$ cat config.mk
export PLATFORM = sky130hd
export DESIGN_NAME = dcpf_top
export DESIGN_NICKNAME = d
export VERILOG_FILES = /design/src/pkg/dcpf_pkg.sv /design/src/verilog/dcpf_addr.sv /design/src/verilog/dcpf_top.sv
export SDC_FILE = /design/constraint.sdc
export NUM_CORES = 1
export LEC_CHECK = 0
export BUFFER_PORTS_ARGS = -buffer_cell sky130_fd_sc_hd__buf_2
export CAP_MARGIN = 20
export CORE_MARGIN = 2
export CORE_UTILIZATION = 47
export CTS_BUF_LIST = sky130_fd_sc_hd__clkbuf_4 sky130_fd_sc_hd__clkbuf_8
export CTS_CLUSTER_DIAMETER = 100
export DETAILED_ROUTE_END_ITERATION = 10
export HOLD_SLACK_MARGIN = 0.08
export PLACE_DENSITY_LB_ADDON = 0.25
export SETUP_SLACK_MARGIN = 0.3
export SYNTH_ARGS = -nofsm -noshare
export SYNTH_HDL_FRONTEND = slang
export SYNTH_HIERARCHICAL = 1
export SYNTH_SLANG_ARGS = --single-unit
$ cat constraint.sdc
create_clock -name mclk -period 2.1 [get_ports mclk]
set_input_delay 0.315 -clock mclk [delete_from_list [all_inputs] [get_ports mclk]]
set_output_delay 0.315 -clock mclk [all_outputs]
set_load 0.005 [all_outputs]
$ cat src/pkg/dcpf_pkg.sv
// constants and types for the data cache prefetch issue and filter block
// ==========================================================================
// Operation
// - displacement prefetch: base plus displacement, aligned down, whole block requested
// - indexed prefetch: sum of both sources, aligned down, whole block requested
// - block already in data cache: drop without memory access
// - two misses outstanding at issue: drop the prefetch
// - guard supplied: prefetch only when its bit zero is one
// - displacement is a 7-bit modifier, -256 to 252 in steps of four
// - indexed form uses two registers and no modifier
// - opcode 209 is displacement prefetch, 210 is indexed prefetch
// - every prefetch is a hint; dropping alters no architectural state
package dcpf_pkg;

  // ========================================================================
  // widths and decode values
  localparam int         ADDR_W      = 32;
  localparam int         OPC_W       = 8;
  localparam int         SLOT_W      = 3;
  localparam int         MOD_W       = 7;
  localparam int         MOD_SHIFT   = 2;
  localparam logic [7:0] OPC_DISP    = 8'hD1;
  localparam logic [7:0] OPC_INDEX   = 8'hD2;
  localparam logic [2:0] PREF_SLOT   = 3'h5;

  // ========================================================================
  // cache geometry and miss limit
  localparam int          BLOCK_BYTES = 64;
  localparam logic [31:0] BLOCK_MASK  = ~(32'(BLOCK_BYTES) - 32'h1);
  localparam logic [1:0]  MAX_MISSES  = 2'h2;

  // ========================================================================
  // reset values
  localparam logic [31:0] ADDR_RST    = 32'h0;

  typedef enum logic [1:0]
  {
    DCPF_NONE  = 2'b00,
    DCPF_DISP  = 2'b01,
    DCPF_INDEX = 2'b10
  } dcpf_kind_t;

endpackage

$ cat src/verilog/dcpf_addr.sv
// block address former for both prefetch forms
`timescale 1ns/1ps
`default_nettype none

module dcpf_addr
(
  input  wire dcpf_pkg::dcpf_kind_t kind,
  input  wire logic [31:0]          first_source_register,
  input  wire logic [31:0]          second_source_register,
  input  wire logic [6:0]           modifier,
  output logic [31:0]               block_addr
);
  import dcpf_pkg::*;

  logic [31:0] disp;
  logic [31:0] sum;

  // ========================================================================
  // signed modifier scaled by four
  assign disp = {{(ADDR_W - MOD_W - MOD_SHIFT){modifier[MOD_W-1]}}, modifier, 2'b00};

  always_comb
  begin
    sum = ADDR_RST;
    unique case (kind)
      DCPF_DISP:  sum = first_source_register + disp;
      DCPF_INDEX: sum = first_source_register + second_source_register;
      DCPF_NONE:  sum = ADDR_RST;
      default:    sum = ADDR_RST;
    endcase
  end

  // align down to a block boundary
  assign block_addr = sum & BLOCK_MASK;

endmodule

`default_nettype wire

$ cat src/verilog/dcpf_top.sv
// prefetch issue, cache probe and miss-limit filter for the memory special unit
`timescale 1ns/1ps
`default_nettype none

module dcpf_top
(
  input  wire logic        mclk,
  input  wire logic        reset,
  input  wire logic        issue_valid,
  input  wire logic [2:0]  issue_slot,
  input  wire logic [7:0]  opcode,
  input  wire logic [6:0]  modifier,
  input  wire logic [31:0] first_source_register,
  input  wire logic [31:0] second_source_register,
  input  wire logic        guard_present,
  input  wire logic [31:0] guard_register,
  input  wire logic        probe_hit,
  input  wire logic [1:0]  misses_outstanding,
  output logic             issue_ready,
  output logic             probe_valid,
  output logic [31:0]      probe_addr,
  output logic             fill_req,
  output logic [31:0]      fill_addr
);
  import dcpf_pkg::*;

  dcpf_kind_t  kind;
  logic        guard_ok;
  logic        slot_ok;
  logic        cache_busy;
  logic        probe_busy;
  logic [31:0] block_addr;
  logic        next_fill_req;

  // ==========================================================================
  // decode
  // a false guard suppresses the whole prefetch
  assign guard_ok = !guard_present || guard_register[0];
  assign slot_ok  = issue_slot == PREF_SLOT;

  always_comb
  begin
    kind = DCPF_NONE;
    if (issue_valid && slot_ok && guard_ok)
    begin
      if (opcode == OPC_DISP)
        kind = DCPF_DISP;
      else if (opcode == OPC_INDEX)
        kind = DCPF_INDEX;
    end
  end

  // miss count is judged at issue, not when the probe answers
  assign cache_busy = misses_outstanding >= MAX_MISSES;

  dcpf_addr u_addr
  (
    .kind                   (kind),
    .first_source_register  (first_source_register),
    .second_source_register (second_source_register),
    .modifier               (modifier),
    .block_addr             (block_addr)
  );

  // ==========================================================================
  // probe stage
  always_ff @(posedge mclk or posedge reset)
  begin
    if (reset)
    begin
      probe_valid <= 1'b0;
      probe_addr  <= ADDR_RST;
      probe_busy  <= 1'b0;
    end
    else
    begin
      probe_valid <= kind != DCPF_NONE;
      probe_addr  <= block_addr;
      probe_busy  <= cache_busy;
    end
  end

  // ==========================================================================
  // fill request stage
  // hit or busy cache drops the request quietly
  assign next_fill_req = probe_valid && !probe_hit && !probe_busy;

  always_ff @(posedge mclk or posedge reset)
  begin
    if (reset)
      fill_req <= 1'b0;
    else
      fill_req <= next_fill_req;
  end

  // drop leaves fill_addr unchanged
  // address only follows a real request, so a dropped block is probed but never reaches fill_addr
  always_ff @(posedge mclk or posedge reset)
  begin
    if (reset)
      fill_addr <= ADDR_RST;
    else if (next_fill_req)
      fill_addr <= probe_addr;
  end

  // ==========================================================================
  // issue never waits: a prefetch is a hint and is dropped, not stalled
  // no stall
  always_ff @(posedge mclk or posedge reset)
  begin
    if (reset)
      issue_ready <= 1'b0;
    else
      issue_ready <= 1'b1;
  end

  // ==========================================================================
  // assertions
  // shadow of the scaled modifier, kept beside the checks that use it
  logic [31:0] disp_ext;
  logic        pf_issue;

  assign disp_ext = {{(ADDR_W - MOD_W - MOD_SHIFT){modifier[MOD_W-1]}}, modifier, 2'b00};
  assign pf_issue = issue_valid && slot_ok && guard_ok
                    && (opcode == OPC_DISP || opcode == OPC_INDEX);

  // ==========================================================================
  // address checks
  a_disp_addr: assert property (@(posedge mclk) disable iff (reset)
    (issue_valid && slot_ok && guard_ok && opcode == OPC_DISP) |=>
      (probe_valid && probe_addr ==
       (($past(first_source_register) + $past(disp_ext)) & BLOCK_MASK)))
    else $error("displacement prefetch address wrong");

  a_index_addr: assert property (@(posedge mclk) disable iff (reset)
    (issue_valid && slot_ok && guard_ok && opcode == OPC_INDEX) |=>
      (probe_valid && probe_addr == (($past(first_source_register)
       + $past(second_source_register)) & BLOCK_MASK)))
    else $error("indexed prefetch address wrong");

  // the two ends of the displacement range, held against fixed offsets
  a_mod_low: assert property (@(posedge mclk) disable iff (reset)
    (issue_valid && slot_ok && guard_ok && opcode == OPC_DISP && modifier == 7'h40) |=>
      (probe_addr == (($past(first_source_register) - 32'h100) & BLOCK_MASK)))
    else $error("lowest displacement is not minus 256");

  a_mod_high: assert property (@(posedge mclk) disable iff (reset)
    (issue_valid && slot_ok && guard_ok && opcode == OPC_DISP && modifier == 7'h3F) |=>
      (probe_addr == (($past(first_source_register) + 32'hFC) & BLOCK_MASK)))
    else $error("highest displacement is not plus 252");

  a_probe_align: assert property (@(posedge mclk) disable iff (reset)
    probe_valid |-> (probe_addr & ~BLOCK_MASK) == 32'h0)
    else $error("probe address not block aligned");

  // ==========================================================================
  // drop, refusal and miss fill checks
  a_hit_drop: assert property (@(posedge mclk) disable iff (reset)
    (probe_valid && probe_hit) |=> !fill_req)
    else $error("fill requested for a cached block");

  // the miss count is the one seen at issue, two edges before the fill
  a_busy_drop: assert property (@(posedge mclk) disable iff (reset)
    (issue_valid && misses_outstanding == MAX_MISSES) |-> ##2 !fill_req)
    else $error("fill requested with two misses outstanding");

  a_guard_off: assert property (@(posedge mclk) disable iff (reset)
    (guard_present && !guard_register[0]) |=> !probe_valid)
    else $error("guarded-off prefetch issued");

  a_miss_fill: assert property (@(posedge mclk) disable iff (reset)
    (pf_issue && misses_outstanding < MAX_MISSES) ##1 !probe_hit |=> fill_req)
    else $error("missing block not requested");

  a_opcode_only: assert property (@(posedge mclk) disable iff (reset)
    probe_valid |-> ($past(opcode) == OPC_DISP || $past(opcode) == OPC_INDEX))
    else $error("probe from a foreign opcode");

  a_slot_five: assert property (@(posedge mclk) disable iff (reset)
    probe_valid |-> $past(issue_slot) == PREF_SLOT)
    else $error("prefetch accepted outside slot five");

  a_refuse_quiet: assert property (@(posedge mclk) disable iff (reset)
    !pf_issue |=> !probe_valid)
    else $error("probe without an accepted prefetch");

  // ==========================================================================
  // state and stall checks
  a_fill_follows: assert property (@(posedge mclk) disable iff (reset)
    fill_req |-> ($past(probe_valid) && fill_addr == $past(probe_addr)
                  && fill_addr[5:0] == 6'h0))
    else $error("fill without a probe behind it");

  a_drop_keep: assert property (@(posedge mclk) disable iff (reset)
    (probe_valid && probe_hit) |=> $stable(fill_addr))
    else $error("dropped prefetch changed the fill address");

  a_no_stall: assert property (@(posedge mclk) disable iff (reset)
    $past(issue_ready) |-> issue_ready)
    else $error("issue stalled");

  a_ready_up: assert property (@(posedge mclk) disable iff (reset)
    !$past(reset) |-> issue_ready)
    else $error("issue not ready after reset");

  // ==========================================================================
  // cover points
  c_fill: cover property (@(posedge mclk) disable iff (reset)
    probe_valid ##1 fill_req);
  c_hit: cover property (@(posedge mclk) disable iff (reset)
    probe_valid && probe_hit);
  c_busy: cover property (@(posedge mclk) disable iff (reset)
    probe_valid && probe_busy);
  c_b2b: cover property (@(posedge mclk) disable iff (reset)
    fill_req ##1 fill_req);
  c_guard_on: cover property (@(posedge mclk) disable iff (reset)
    (issue_valid && guard_present && guard_register[0]) ##1 probe_valid);

endmodule

`default_nettype wire
==> summary.md, run 1 <==
| Metric | Value |
|---|---|
| Status | finished, violations left |
| Failing checks | negative setup slack |
| CTS Root Cell | clkbuf_8 |
| Asr flop ratio synth | between 90% and 100% |
| Dominant cell type by area after synthesis | dfrtp_1 |
| Fmax | 402.8 MHz |
| Mapped Cells | 493 |
| # setup viols final | 19 |
| Initial core utilization | 48.30% |
| Initial DRC count | between 300 and 400 |
| Crit path kind | primary input to flip-flop |
| EDFF count, synth | 0 |
| Arrival time at the worst endpoint | 2.68 ns |
| Final wirelength | 17620 µm |
| CP required | 2.30 ns |
| Dpl cells | between 900 and 1k |
| Hold WC Path Type | primary input to flip-flop |
| Max-cap violations | 0 |
| Final WS setup | -0.3826 ns |
| Share of the synthesized area in the top cell type | 34.13% |
| CP Capture Type | flip-flop |
| CP max FO | 7 |
| FF+latch area | 0.001702 mm² |
| Max clock buf depth | 2 |
| Layout cells sized above 1 | 59.17% |
| RSZ-0062 raised after global routing | true |
| Global placement routability congestion | 0.9184 |
| Seq/Total Area, Yosys | 34.13% |
| Reg2reg setup slack | 0.61 ns |
| Synthesized area per cell | 10.11 µm² |
| Leak | 0.004201 µW |
| Synth unique cells | 59 |
| Non-Filler Instances | 954 |
| Number of H-tree levels | 3 |
| Vias after detailed routing | 5398 |
| CTS tree | built |
| Crit start category | primary input |
| Worst-Skew Late Latency | 0.34 ns |
| # IOs | 188 |
| Power per Cell Area | 509.5 mW/mm² |
| Leading cell type in the layout, fill and taps excluded | buf_4 |
| Register bit total from synthesis | 68 |
| Final ANT Viol Nets | 0 |
| Die area | between 0.01 and 0.015 mm² |
| Filler Cell Count | 609 |
| Final period utilization | 118.2% |
| Pins Over Slew Limit | 0 |
| Clock period minus worst slack | roughly 2.5 ns |
| Final nets | 994 |
| Residual DRC | 0 |
| Post-Syn Area | 0.004986 mm² |
| Sinks on Clock Net | 68 |
| Die Y | 107.0 µm |
| Vias/cell | 5.658 |
| Most area-consuming cells after synthesis | dfrtp_1 34%, ha_1 15%, mux2_2 6.8% |
| Area of the multi-input gates | 0.003935 mm² |
| First-pass GRT wire length | 24360 µm |
| Largest net degree at the start of global routing | 48 |
| Die X | between 100 and 150 µm |
| Endpoints failing hold | 0 |
| Synth warn | 6 |
| Synth Flop Type | dfrtp_1 |
| Vias in the first global route | 5093 |
| Gr ovfl total | 0 |
| Clk slew on worst S/H paths | 0.07 ns |
| Peak VDD IR | 0.0004383 V |
| Dpl hpwl | 11800 µm |
| Slew headroom | 65.07% |
| # diodes | 0 |
| # rows | 37 |
| Initial antenna violation count | 0 |
| Min Hold Slack | 0.3580 ns |
| Number of port buffers | 155 |
| Layout Skew | 0.009240 ns |
| Area grow syn2layout | 67.93% |
| Total GRT Usage | 27.17% |
| Worst Max-Slew Pin Slew | 0.5184 ns |
| Core box area | 0.01032 mm² |
| Drt pass-1 iters | 5 |
| WL/cell | 18.47 µm |
| CTS Buf Count | 9 |
| Most frequent cells in the layout | 146 x buf_4, 143 x buf_2, 68 x dfrtp_1, 37 x ha_1, 33 x a21oi_1 |
## flip-flops by register name (all words and copies together), names as in the netlist
| name | flops |
|---|---|
| probe_addr | 32 |
| fill_addr | 32 |
| issue_ready | 1 |
| probe_valid | 1 |
| fill_req | 1 |
| probe_busy | 1 |
## final timing paths
check                                         startpoint                        end  depth (start not counted)
worst max-delay path            first_source_register[1]   probe_addr[30]$_DFF_PP0_                         11
max in group asynchronous                          reset   probe_addr[31]$_DFF_PP0_                          4
worst min register to register  probe_addr[16]$_DFF_PP0_  fill_addr[16]$_DFFE_PP0P_                          1
worst max register to register      probe_busy$_DFF_PP0_  fill_addr[25]$_DFFE_PP0P_                          3
min in group asynchronous                          reset       probe_busy$_DFF_PP0_                          3
worst min-delay path                           opcode[2]      probe_valid$_DFF_PP0_                          3
## where the power goes
group	switching (µW)	leakage (µW)	total, µW	internal [µW]
Sequential	3.89	0.000932	1320	1320
Combinational	868	0.00315	1770	903
Clock	474	0.000116	1170	700
## stage by stage
stage / worst slack (ns) / setup TNS (ns) / cell area (µm²) / util (%) / total power, µW
2_1_floorplan: -0.4323 / -4.707 / 5336 / - / 2088
3_3_place_gp: -0.8260 / -12.70 / 7166 / 69.41 / 2643
3_5_place_dp: -0.9345 / -13.90 / 7166 / 69.41 / 2682
4_1_cts: -0.3243 / -3.408 / 7941 / 76.92 / 4028
5_1_grt: -0.5054 / -6.327 / 8373 / 81.11 / 4453
6_report: -0.3826 / -4.407 / 8373 / 81.11 / 4266
## kinds of logic (layout without fill, tap and decap cells)
logic type               count (synthesis)  after routing  share of synthesized area (%)
buffers and inverters                   36            356                          3.387
other                                    2              7                         0.1506
AO/OA/AOI/OAI                          148            148                          20.60
AND/OR/NAND/NOR                        100            100                          11.17
XOR/XNOR                                46             46                          8.080
adder cells (fa/ha/maj)                 60             60                          15.06
multiplexers                            33             33                          7.428
flip-flops                              68             68                          34.13
## synth_stat cells, types with 3 or more instances
cell	number
dfrtp_1	68
ha_1	60
a21oi_1	50
mux2_2	30
xnor2_1	26
nand2_1	25
nor2_1	20
xor2_1	20
inv_1	18
o21ai_0	18
o22ai_1	14
a21o_1	11
nand4_1	11
buf_4	9
clkbuf_1	9
nand3_1	8
a211oi_1	7
a22oi_1	6
o21bai_1	6
nand2b_1	5
nor3_1	5
a21boi_0	4
nor3b_1	4
a32oi_1	3
and2_1	3
o21a_1	3
o31ai_1	3
or2_2	3
## layer usage
metal / wire (µm) / vias to the layer above / GRT usage [%]
li1: - / 2468 / -
met5: 0 / - / 0
met2: 8435 / 278 / 46.22
met3: 1247 / 77 / 4.620
met1: 7181 / 2575 / 34.68
met4: 756 / 0 / 10.11
## critical path: stages
cell and delay (ns):
buf_2 0.12, ha_4 0.23, a311oi_2 0.23, o21bai_2 0.13, a221oi_4 0.31, a31oi_4 0.15, o31ai_4 0.29, o31ai_4 0.15
a221oi_2 0.30, xor2_1 0.32, o32ai_1 0.12
## final cells by class
class | count | area share (%)
timing repair buffer | 322 | 27.05
tap | 136 | 2.032
inverter | 18 | 0.9115
multi-input combinational | 394 | 47.00
sequential | 68 | 20.32
clock buffer | 10 | 1.644
clock inverter | 6 | 1.046
## repair_timing
action | in CTS | in global routing
endpoints found under the hold margin | 22 | 0
hold buffers | 2 | 0
pin swaps | 59 | 49
gates resized for setup | 64 | 65
setup endpoints to repair | 26 | 26
setup buffers | 19 | 9
gates cloned | 1 | 1
(Power assumes the default switching activity.)
==> run 2: changes to the inputs <==
CELL_PAD_IN_SITES_DETAIL_PLACEMENT = 1   (was not set)
CELL_PAD_IN_SITES_GLOBAL_PLACEMENT = 1   (was not set)
CORE_UTILIZATION = 35   (was 47)
==> summary.md, run 2 (synthesis results as in run 1) <==
| Metric | Value |
|---|---|
| Power per Cell Area | 498.3 mW/mm² (-2.2%) |
| Die X | 123.4 µm (+15%) |
| Met2 usage in global routing | 40.93% (-5.3 points) |
| Largest regs | fill_addr (32), probe_addr (32) |
| Final period utilization | 129.0% (+11 points) |
| CP max FO | 12 (+5) |
| Max-cap violations | 0 (unchanged) |
| Dpl cells | 961 (+6.1%) |
| GRT met3 Usage | 1.845% (-2.8 points) |
| CTS Root Cell | clkbuf_8 |
| Sinks on Clock Net | 68 (unchanged) |
| Gr ovfl total | 0 (unchanged) |
| Dpl hpwl | 13650 µm (+16%) |
| Setup TNS | -8.215 ns (-3.808 ns) |
| Initial core utilization | 35.92% (-12 points) |
| Final nets | 1006 (+1.2%) |
| Most frequent cells in the layout | 147 x buf_2, 144 x buf_4, 68 x dfrtp_1, 37 x ha_1, 34 x buf_6 |
| Initial antenna violation count | 0 (unchanged) |
| # diodes | 0 (unchanged) |
| Status | finished, violations left |
| Leak | 0.004279 µW (+1.9%) |
| CTS Buf Count | 9 (unchanged) |
| GR peak layer | met2 |
| Total GRT Usage | 23.82% (-3.3 points) |
| Hold WC Path Type | primary input to flip-flop |
| Initial DRC count | 335 (-13%) |
| Vias/cell | 5.566 (-1.6%) |
| Pins Over Slew Limit | 0 (unchanged) |
| Global placement routability congestion | 0.8529 (-7.1%) |
| Largest net degree at the start of global routing | 34 (-29%) |
| Vias in the first global route | 5498 (+8.0%) |
| Core box area | 0.01388 mm² (+34%) |
| First-pass GRT wire length | 28310 µm (+16%) |
| Max clock buf depth | 2 (unchanged) |
| Final wirelength | 22560 µm (+28%) |
| Area grow syn2layout | 73.48% |
| Failing checks | negative setup slack |
| Filler Cell Count | 1523 (+150%) |
| Fmax | 369.2 MHz (-8.3%) |
| Crit path kind | primary input to flip-flop |
| Vias after detailed routing | 5622 (+4.1%) |
| Worst-Skew Late Latency | 0.34 ns (about the same) |
| # setup viols final | 22 (+3) |
| Peak VDD IR | 0.0002192 V (-50%) |
| CP Capture Type | flip-flop |
| Layout Skew | 0.008802 ns (-0.0004382 ns) |
| Die Y | 123.4 µm (+15%) |
| WL/cell | 22.34 µm (+21%) |
| Endpoints failing hold | 0 (unchanged) |
| Design area | 0.008650 mm² (+3.3%) |
| Slowest-stage cell, CP | a221oi_2 |
| Arrival time at the worst endpoint | 2.91 ns (+0.23 ns) |
| Residual DRC | 0 (unchanged) |
| Number of port buffers | 155 (unchanged) |
| Drt pass-1 iters | 5 (unchanged) |
| Leading cell type in the layout, fill and taps excluded | buf_2 |
| Non-Filler Instances | 1010 (+5.9%) |
| Crit path buffers/inverters | 4 (+3) |
| Final WS setup | -0.6086 ns (-0.2260 ns) |
| Final ANT Viol Nets | 0 (unchanged) |
| CTS tree | built |
| Number of H-tree levels | 3 (unchanged) |
| Die area | 0.01522 mm² (+33%) |
| Max stage delay on crit path | 0.34 ns (+0.02 ns) |
| Cell mode on critical path | buf_4 |
| # IOs | 188 (unchanged) |
| Pre-CTS WS | -1.125 ns (-0.1900 ns) |
| Placed cell areas | 0.007291 mm² (+1.7%) |
| RSZ-0062 raised after global routing | true |
| Min Hold Slack | 0.3036 ns (-0.05432 ns) |
| Critical Path, Cell by Cell | clkbuf_16 -> buf_6 -> ha_1 -> buf_4 -> nand4_1 -> a21oi_1 -> a2111oi_4 -> buf_4 -> o31ai_4 -> xor2_1 -> a221oi_2 -> nand2_1 |
| Crit start category | primary input |
| Clock period minus worst slack | 2.709 ns (+0.2260 ns) |
| Clk slew on worst S/H paths | 0.07 ns (about the same) |
| # rows | 43 (+16%) |
| Met1 GRT Util | 32.03% (-2.6 points) |
| CP top delay family | compound AO/OA/AOI/OAI gates |
| CP required | 2.30 ns (about the same) |
| Layout cells sized above 1 | 61.69% (+2.5 points) |
## run 2: cell count changes in the layout (fill, tap and decap cells not counted), moves of 3 or more
cell	change
buf_2	+4
xor2_1	-3
o22ai_1	-3
xnor2_1	-4
buf_6	+12
xor2_2	+3
o21bai_4	+4
a21oi_1	-4
## run 2: per-layer routing
| layer | part of all wire (%) | up-vias |
|---|---|---|
| met5 | 0 | - |
| met4 | 4.1 | 0 |
| met3 | 6.4 | 74 |
| met2 | 49 | 277 |
| met1 | 40 | 2785 |
| li1 | - | 2486 |
## run 2: repair_timing
item / CTS / global route
setup buffers: 16 / 14
hold endpoints to repair: 21 / 0
hold buffers: 2 / 0
setup endpoints to repair: 26 / 26
gates cloned: 0 / 1
pin swaps: 56 / 64
resized for setup: 72 / 92
## run 2: final timing paths
check | slack, ns | end | depth (start not counted) | start
max | -0.61 | probe_addr[28]$_DFF_PP0_ | 12 | modifier[6]
min | 0.30 | probe_valid$_DFF_PP0_ | 3 | opcode[2]
max reg2reg | 0.63 | fill_addr[22]$_DFFE_PP0P_ | 3 | probe_busy$_DFF_PP0_
min reg2reg | 0.49 | fill_addr[10]$_DFFE_PP0P_ | 1 | fill_addr[10]$_DFFE_PP0P_
max in group asynchronous | 0.95 | probe_addr[0]$_DFF_PP0_ | 4 | reset
min in group asynchronous | 0.55 | issue_ready$_DFF_PP0_ | 3 | reset
## run 2: report_power, final
group	internal, µW	switching (µW)	leakage, µW
Sequential	1320	3.77	0.000932
Combinational	1010	1050	0.00325
Clock	465	462	0.0000923
## run 2: metrics by stage
stage	util, %	power (µW)
final	62.31	4310
after detailed placement	52.52	2745
after global routing	62.31	4479
after global placement	52.52	2680
after floorplan	-	2088
after CTS	57.63	3870
## run 2: worst reg2reg max path, stage by stage (launching register included)
cell	delay, ns
dfrtp_1	0.40
nor3b_4	0.16
buf_4	0.40
mux2_2	0.41
## run 2: final cells by class
| class | count | area (µm²) | share of cell area, % |
|---|---|---|---|
| clock inverters | 5 | 27.53 | 0.3182 |
| well taps | 180 | 225.2 | 2.604 |
| flip-flops and latches | 68 | 1702 | 19.67 |
| multi-input cells | 394 | 4119 | 47.62 |
| clock buffers | 11 | 145.1 | 1.678 |
| inverters | 18 | 73.82 | 0.8535 |
| repair buffers | 334 | 2357 | 27.25 |
==> run 3: changes to the inputs <==
BUFFER_PORTS_ARGS = -buffer_cell sky130_fd_sc_hd__clkbuf_2   (was -buffer_cell sky130_fd_sc_hd__buf_2)
RECOVER_POWER = 50   (was not set)
==> summary.md, run 3 (synthesis results as in run 1) <==
| Metric | Value |
|---|---|
| Status | finished, violations left |
| Failing checks | negative setup slack |
| Initial core utilization | 35.92% (unchanged) |
| Sinks on Clock Net | 68 (unchanged) |
| CP Capture Type | flip-flop |
| Leading cell type in the layout, fill and taps excluded | buf_4 |
| Residual DRC | 0 (unchanged) |
| Final WS setup | -0.5453 ns (+0.06324 ns) |
| Number of port buffers | 155 (unchanged) |
| Origin of the critical flop-to-flop path | probe_busy$_DFF_PP0_ |
| Layout cells sized above 1 | 56.39% (-5.3 points) |
| CP required | 2.31 ns (about the same) |
| Die area | 0.01522 mm² (unchanged) |
| Worst min-delay path endpoint | probe_valid$_DFF_PP0_ |
| Crit path kind | primary input to flip-flop |
| Hold WC Path Type | primary input to flip-flop |
| Post-Route Utilization | 61.59% (-0.72 points) |
| Core box area | 0.01388 mm² (unchanged) |
| Crit start category | primary input |
| Largest net degree at the start of global routing | 34 (unchanged) |
| Arrival time at the worst endpoint | 2.86 ns (-0.05 ns) |
| Dpl hpwl | 14070 µm (+3.1%) |
| Final wirelength | 22100 µm (-2.0%) |
| Setup TNS | -7.269 ns (+0.9464 ns) |
| Slew headroom | 22.92% |
| Initial antenna violation count | 0 (unchanged) |
| Endpoints failing hold | 0 (unchanged) |
| # diodes | 0 (unchanged) |
| CTS Buf Count | 9 (unchanged) |
| Clock period minus worst slack | 2.645 ns (-0.06324 ns) |
| Clk slew on worst S/H paths | 0.08 ns (about the same) |
| Power per Cell Area | 521.1 mW/mm² (+4.6%) |
| Hold path start | opcode[1] |
| CTS Root Cell | clkbuf_8 |
| Area grow syn2layout | 71.47% |
| Worst Max-Slew Pin Slew | 1.150 ns |
| Initial DRC count | 340 (+1.5%) |
| Gr ovfl total | 0 (unchanged) |
| CTS tree | built |
| Cells on worst reg2reg path | 3 (unchanged) |
| RSZ-0062 raised after global routing | true |
| WL/cell | 21.88 µm (-2.0%) |
| Min Hold Slack | 0.3638 ns (+0.06011 ns) |
| Number of H-tree levels | 3 (unchanged) |
| Vias after detailed routing | 5588 (-0.60%) |
| Fmax | 378.0 MHz (+2.4%) |
| Peak VDD IR | 0.0003188 V (+45%) |
| First-pass GRT wire length | 28320 µm (about the same) |
| Largest regs | fill_addr (32), probe_addr (32) |
| Drt pass-1 iters | 5 (unchanged) |
| Vias/cell | 5.533 (-0.60%) |
| WHS Path Cells | 3 (unchanged) |
| # IOs | 188 (unchanged) |
| Dpl cells | 965 (+0.42%) |
| Vias in the first global route | 5460 (-0.69%) |
| # setup viols final | 22 (unchanged) |
| Total GRT Usage | 24.01% (+0.18 points) |
| Leak | 0.004094 µW (-4.3%) |
| Pins Over Slew Limit | 0 (unchanged) |
| Max clock buf depth | 2 (unchanged) |
| Final period utilization | 126.0% (-3.0 points) |
| Total Power | 4455 µW (+3.4%) |
| Worst-Skew Late Latency | 0.33 ns (about the same) |
| Die Y | 123.4 µm (unchanged) |
| Final nets | 1007 (+0.099%) |
| Non-Filler Instances | 1010 (unchanged) |
| RR Endpoint | fill_addr[24]$_DFFE_PP0P_ |
| Die X | 123.4 µm (unchanged) |
| Final ANT Viol Nets | 0 (unchanged) |
| Reg2reg setup slack | 0.32 ns (-0.31 ns) |
| Global placement routability congestion | 0.8758 (+2.7%) |
| # rows | 43 (unchanged) |
| CP max FO | 7 (-5) |
| Layout Skew | 0.01241 ns (+0.003613 ns) |
| Most frequent cells in the layout | 151 x buf_4, 111 x clkbuf_2, 68 x dfrtp_1, 41 x clkbuf_1, 41 x ha_1 |
| Max-cap violations | 0 (unchanged) |
run 3: changes by cell type in the layout (fill, tap and decap cells not counted), sizes merged:
cell	before	now
bufinv	0	2
clkinvlp	2	1
buf	331	179
clkinv	4	2
clkbuf	12	165
run 3: through the flow:
stage                     setup slack (ns)  cell area, µm²
after floorplan                    -0.4323            5336
final                              -0.5453            8549
after CTS                          -0.3085            8119
after detailed placement           -0.8573            7333
after global placement             -0.7353            7333
after global routing               -0.6125            8549
run 3: critical path: stages:
cell	delay, ns
clkbuf_16	0.13
buf_12	0.12
buf_16	0.14
ha_4	0.26
nand2_1	0.17
nand2_1	0.13
nand4_1	0.16
o2111ai_2	0.17
a2111oi_2	0.39
buf_4	0.21
nor3_2	0.05
o31ai_2	0.27
nor3b_2	0.23
o32ai_1	0.10
run 3: layout make-up:
class / count / area [µm²]
multi-input cells: 394 / 4043
inverters: 18 / 73.82
clock buffers: 11 / 145.1
flip-flops and latches: 68 / 1702
repair buffers: 335 / 2287
clock inverters: 4 / 73.82
fillers: 1541 / 5331
well taps: 180 / 225.2
run 3: worst max path at each step:
| stage | from | endpoint | slack, ns | cells past startpoint |
|---|---|---|---|---|
| final | modifier[6] | probe_addr[30]$_DFF_PP0_ | -0.55 | 14 |
| after floorplan | first_source_register[1] | probe_addr[28]$_DFF_PP0_ | -0.43 | 10 |
| after global routing | modifier[6] | probe_addr[28]$_DFF_PP0_ | -0.61 | 14 |
| after CTS | second_source_register[6] | probe_addr[30]$_DFF_PP0_ | -0.31 | 11 |
| after global placement | modifier[6] | probe_addr[30]$_DFF_PP0_ | -0.74 | 13 |
| after detailed placement | modifier[6] | probe_addr[30]$_DFF_PP0_ | -0.86 | 13 |
run 3: what timing repair did:
action | in CTS | in global routing
hold endpoints to repair | 24 | 0
resized for setup | 73 | 75
buffers inserted | 15 | 11
gates cloned | 2 | 0
pin swaps | 67 | 51
hold buffers | 2 | 0
setup endpoints to repair | 26 | 26
run 3: power by group:
| group | switching [µW] | total [µW] | internal (µW) | leakage [µW] |
|---|---|---|---|---|
| logic | 998 | 1960 | 964 | 0.00305 |
| registers | 4.63 | 1320 | 1320 | 0.000932 |
| clock network | 462 | 1170 | 708 | 0.000113 |
run 3: routing by layer:
| metal | wire length, µm | global-route usage (%) | vias to the layer above |
|---|---|---|---|
| met5 | 0 | 0 | - |
| met4 | 516 | 6.463 | 0 |
| met3 | 1130 | 3.090 | 31 |
| met2 | 10940 | 40.90 | 236 |
| met1 | 9514 | 31.99 | 2838 |
| li1 | - | - | 2483 |
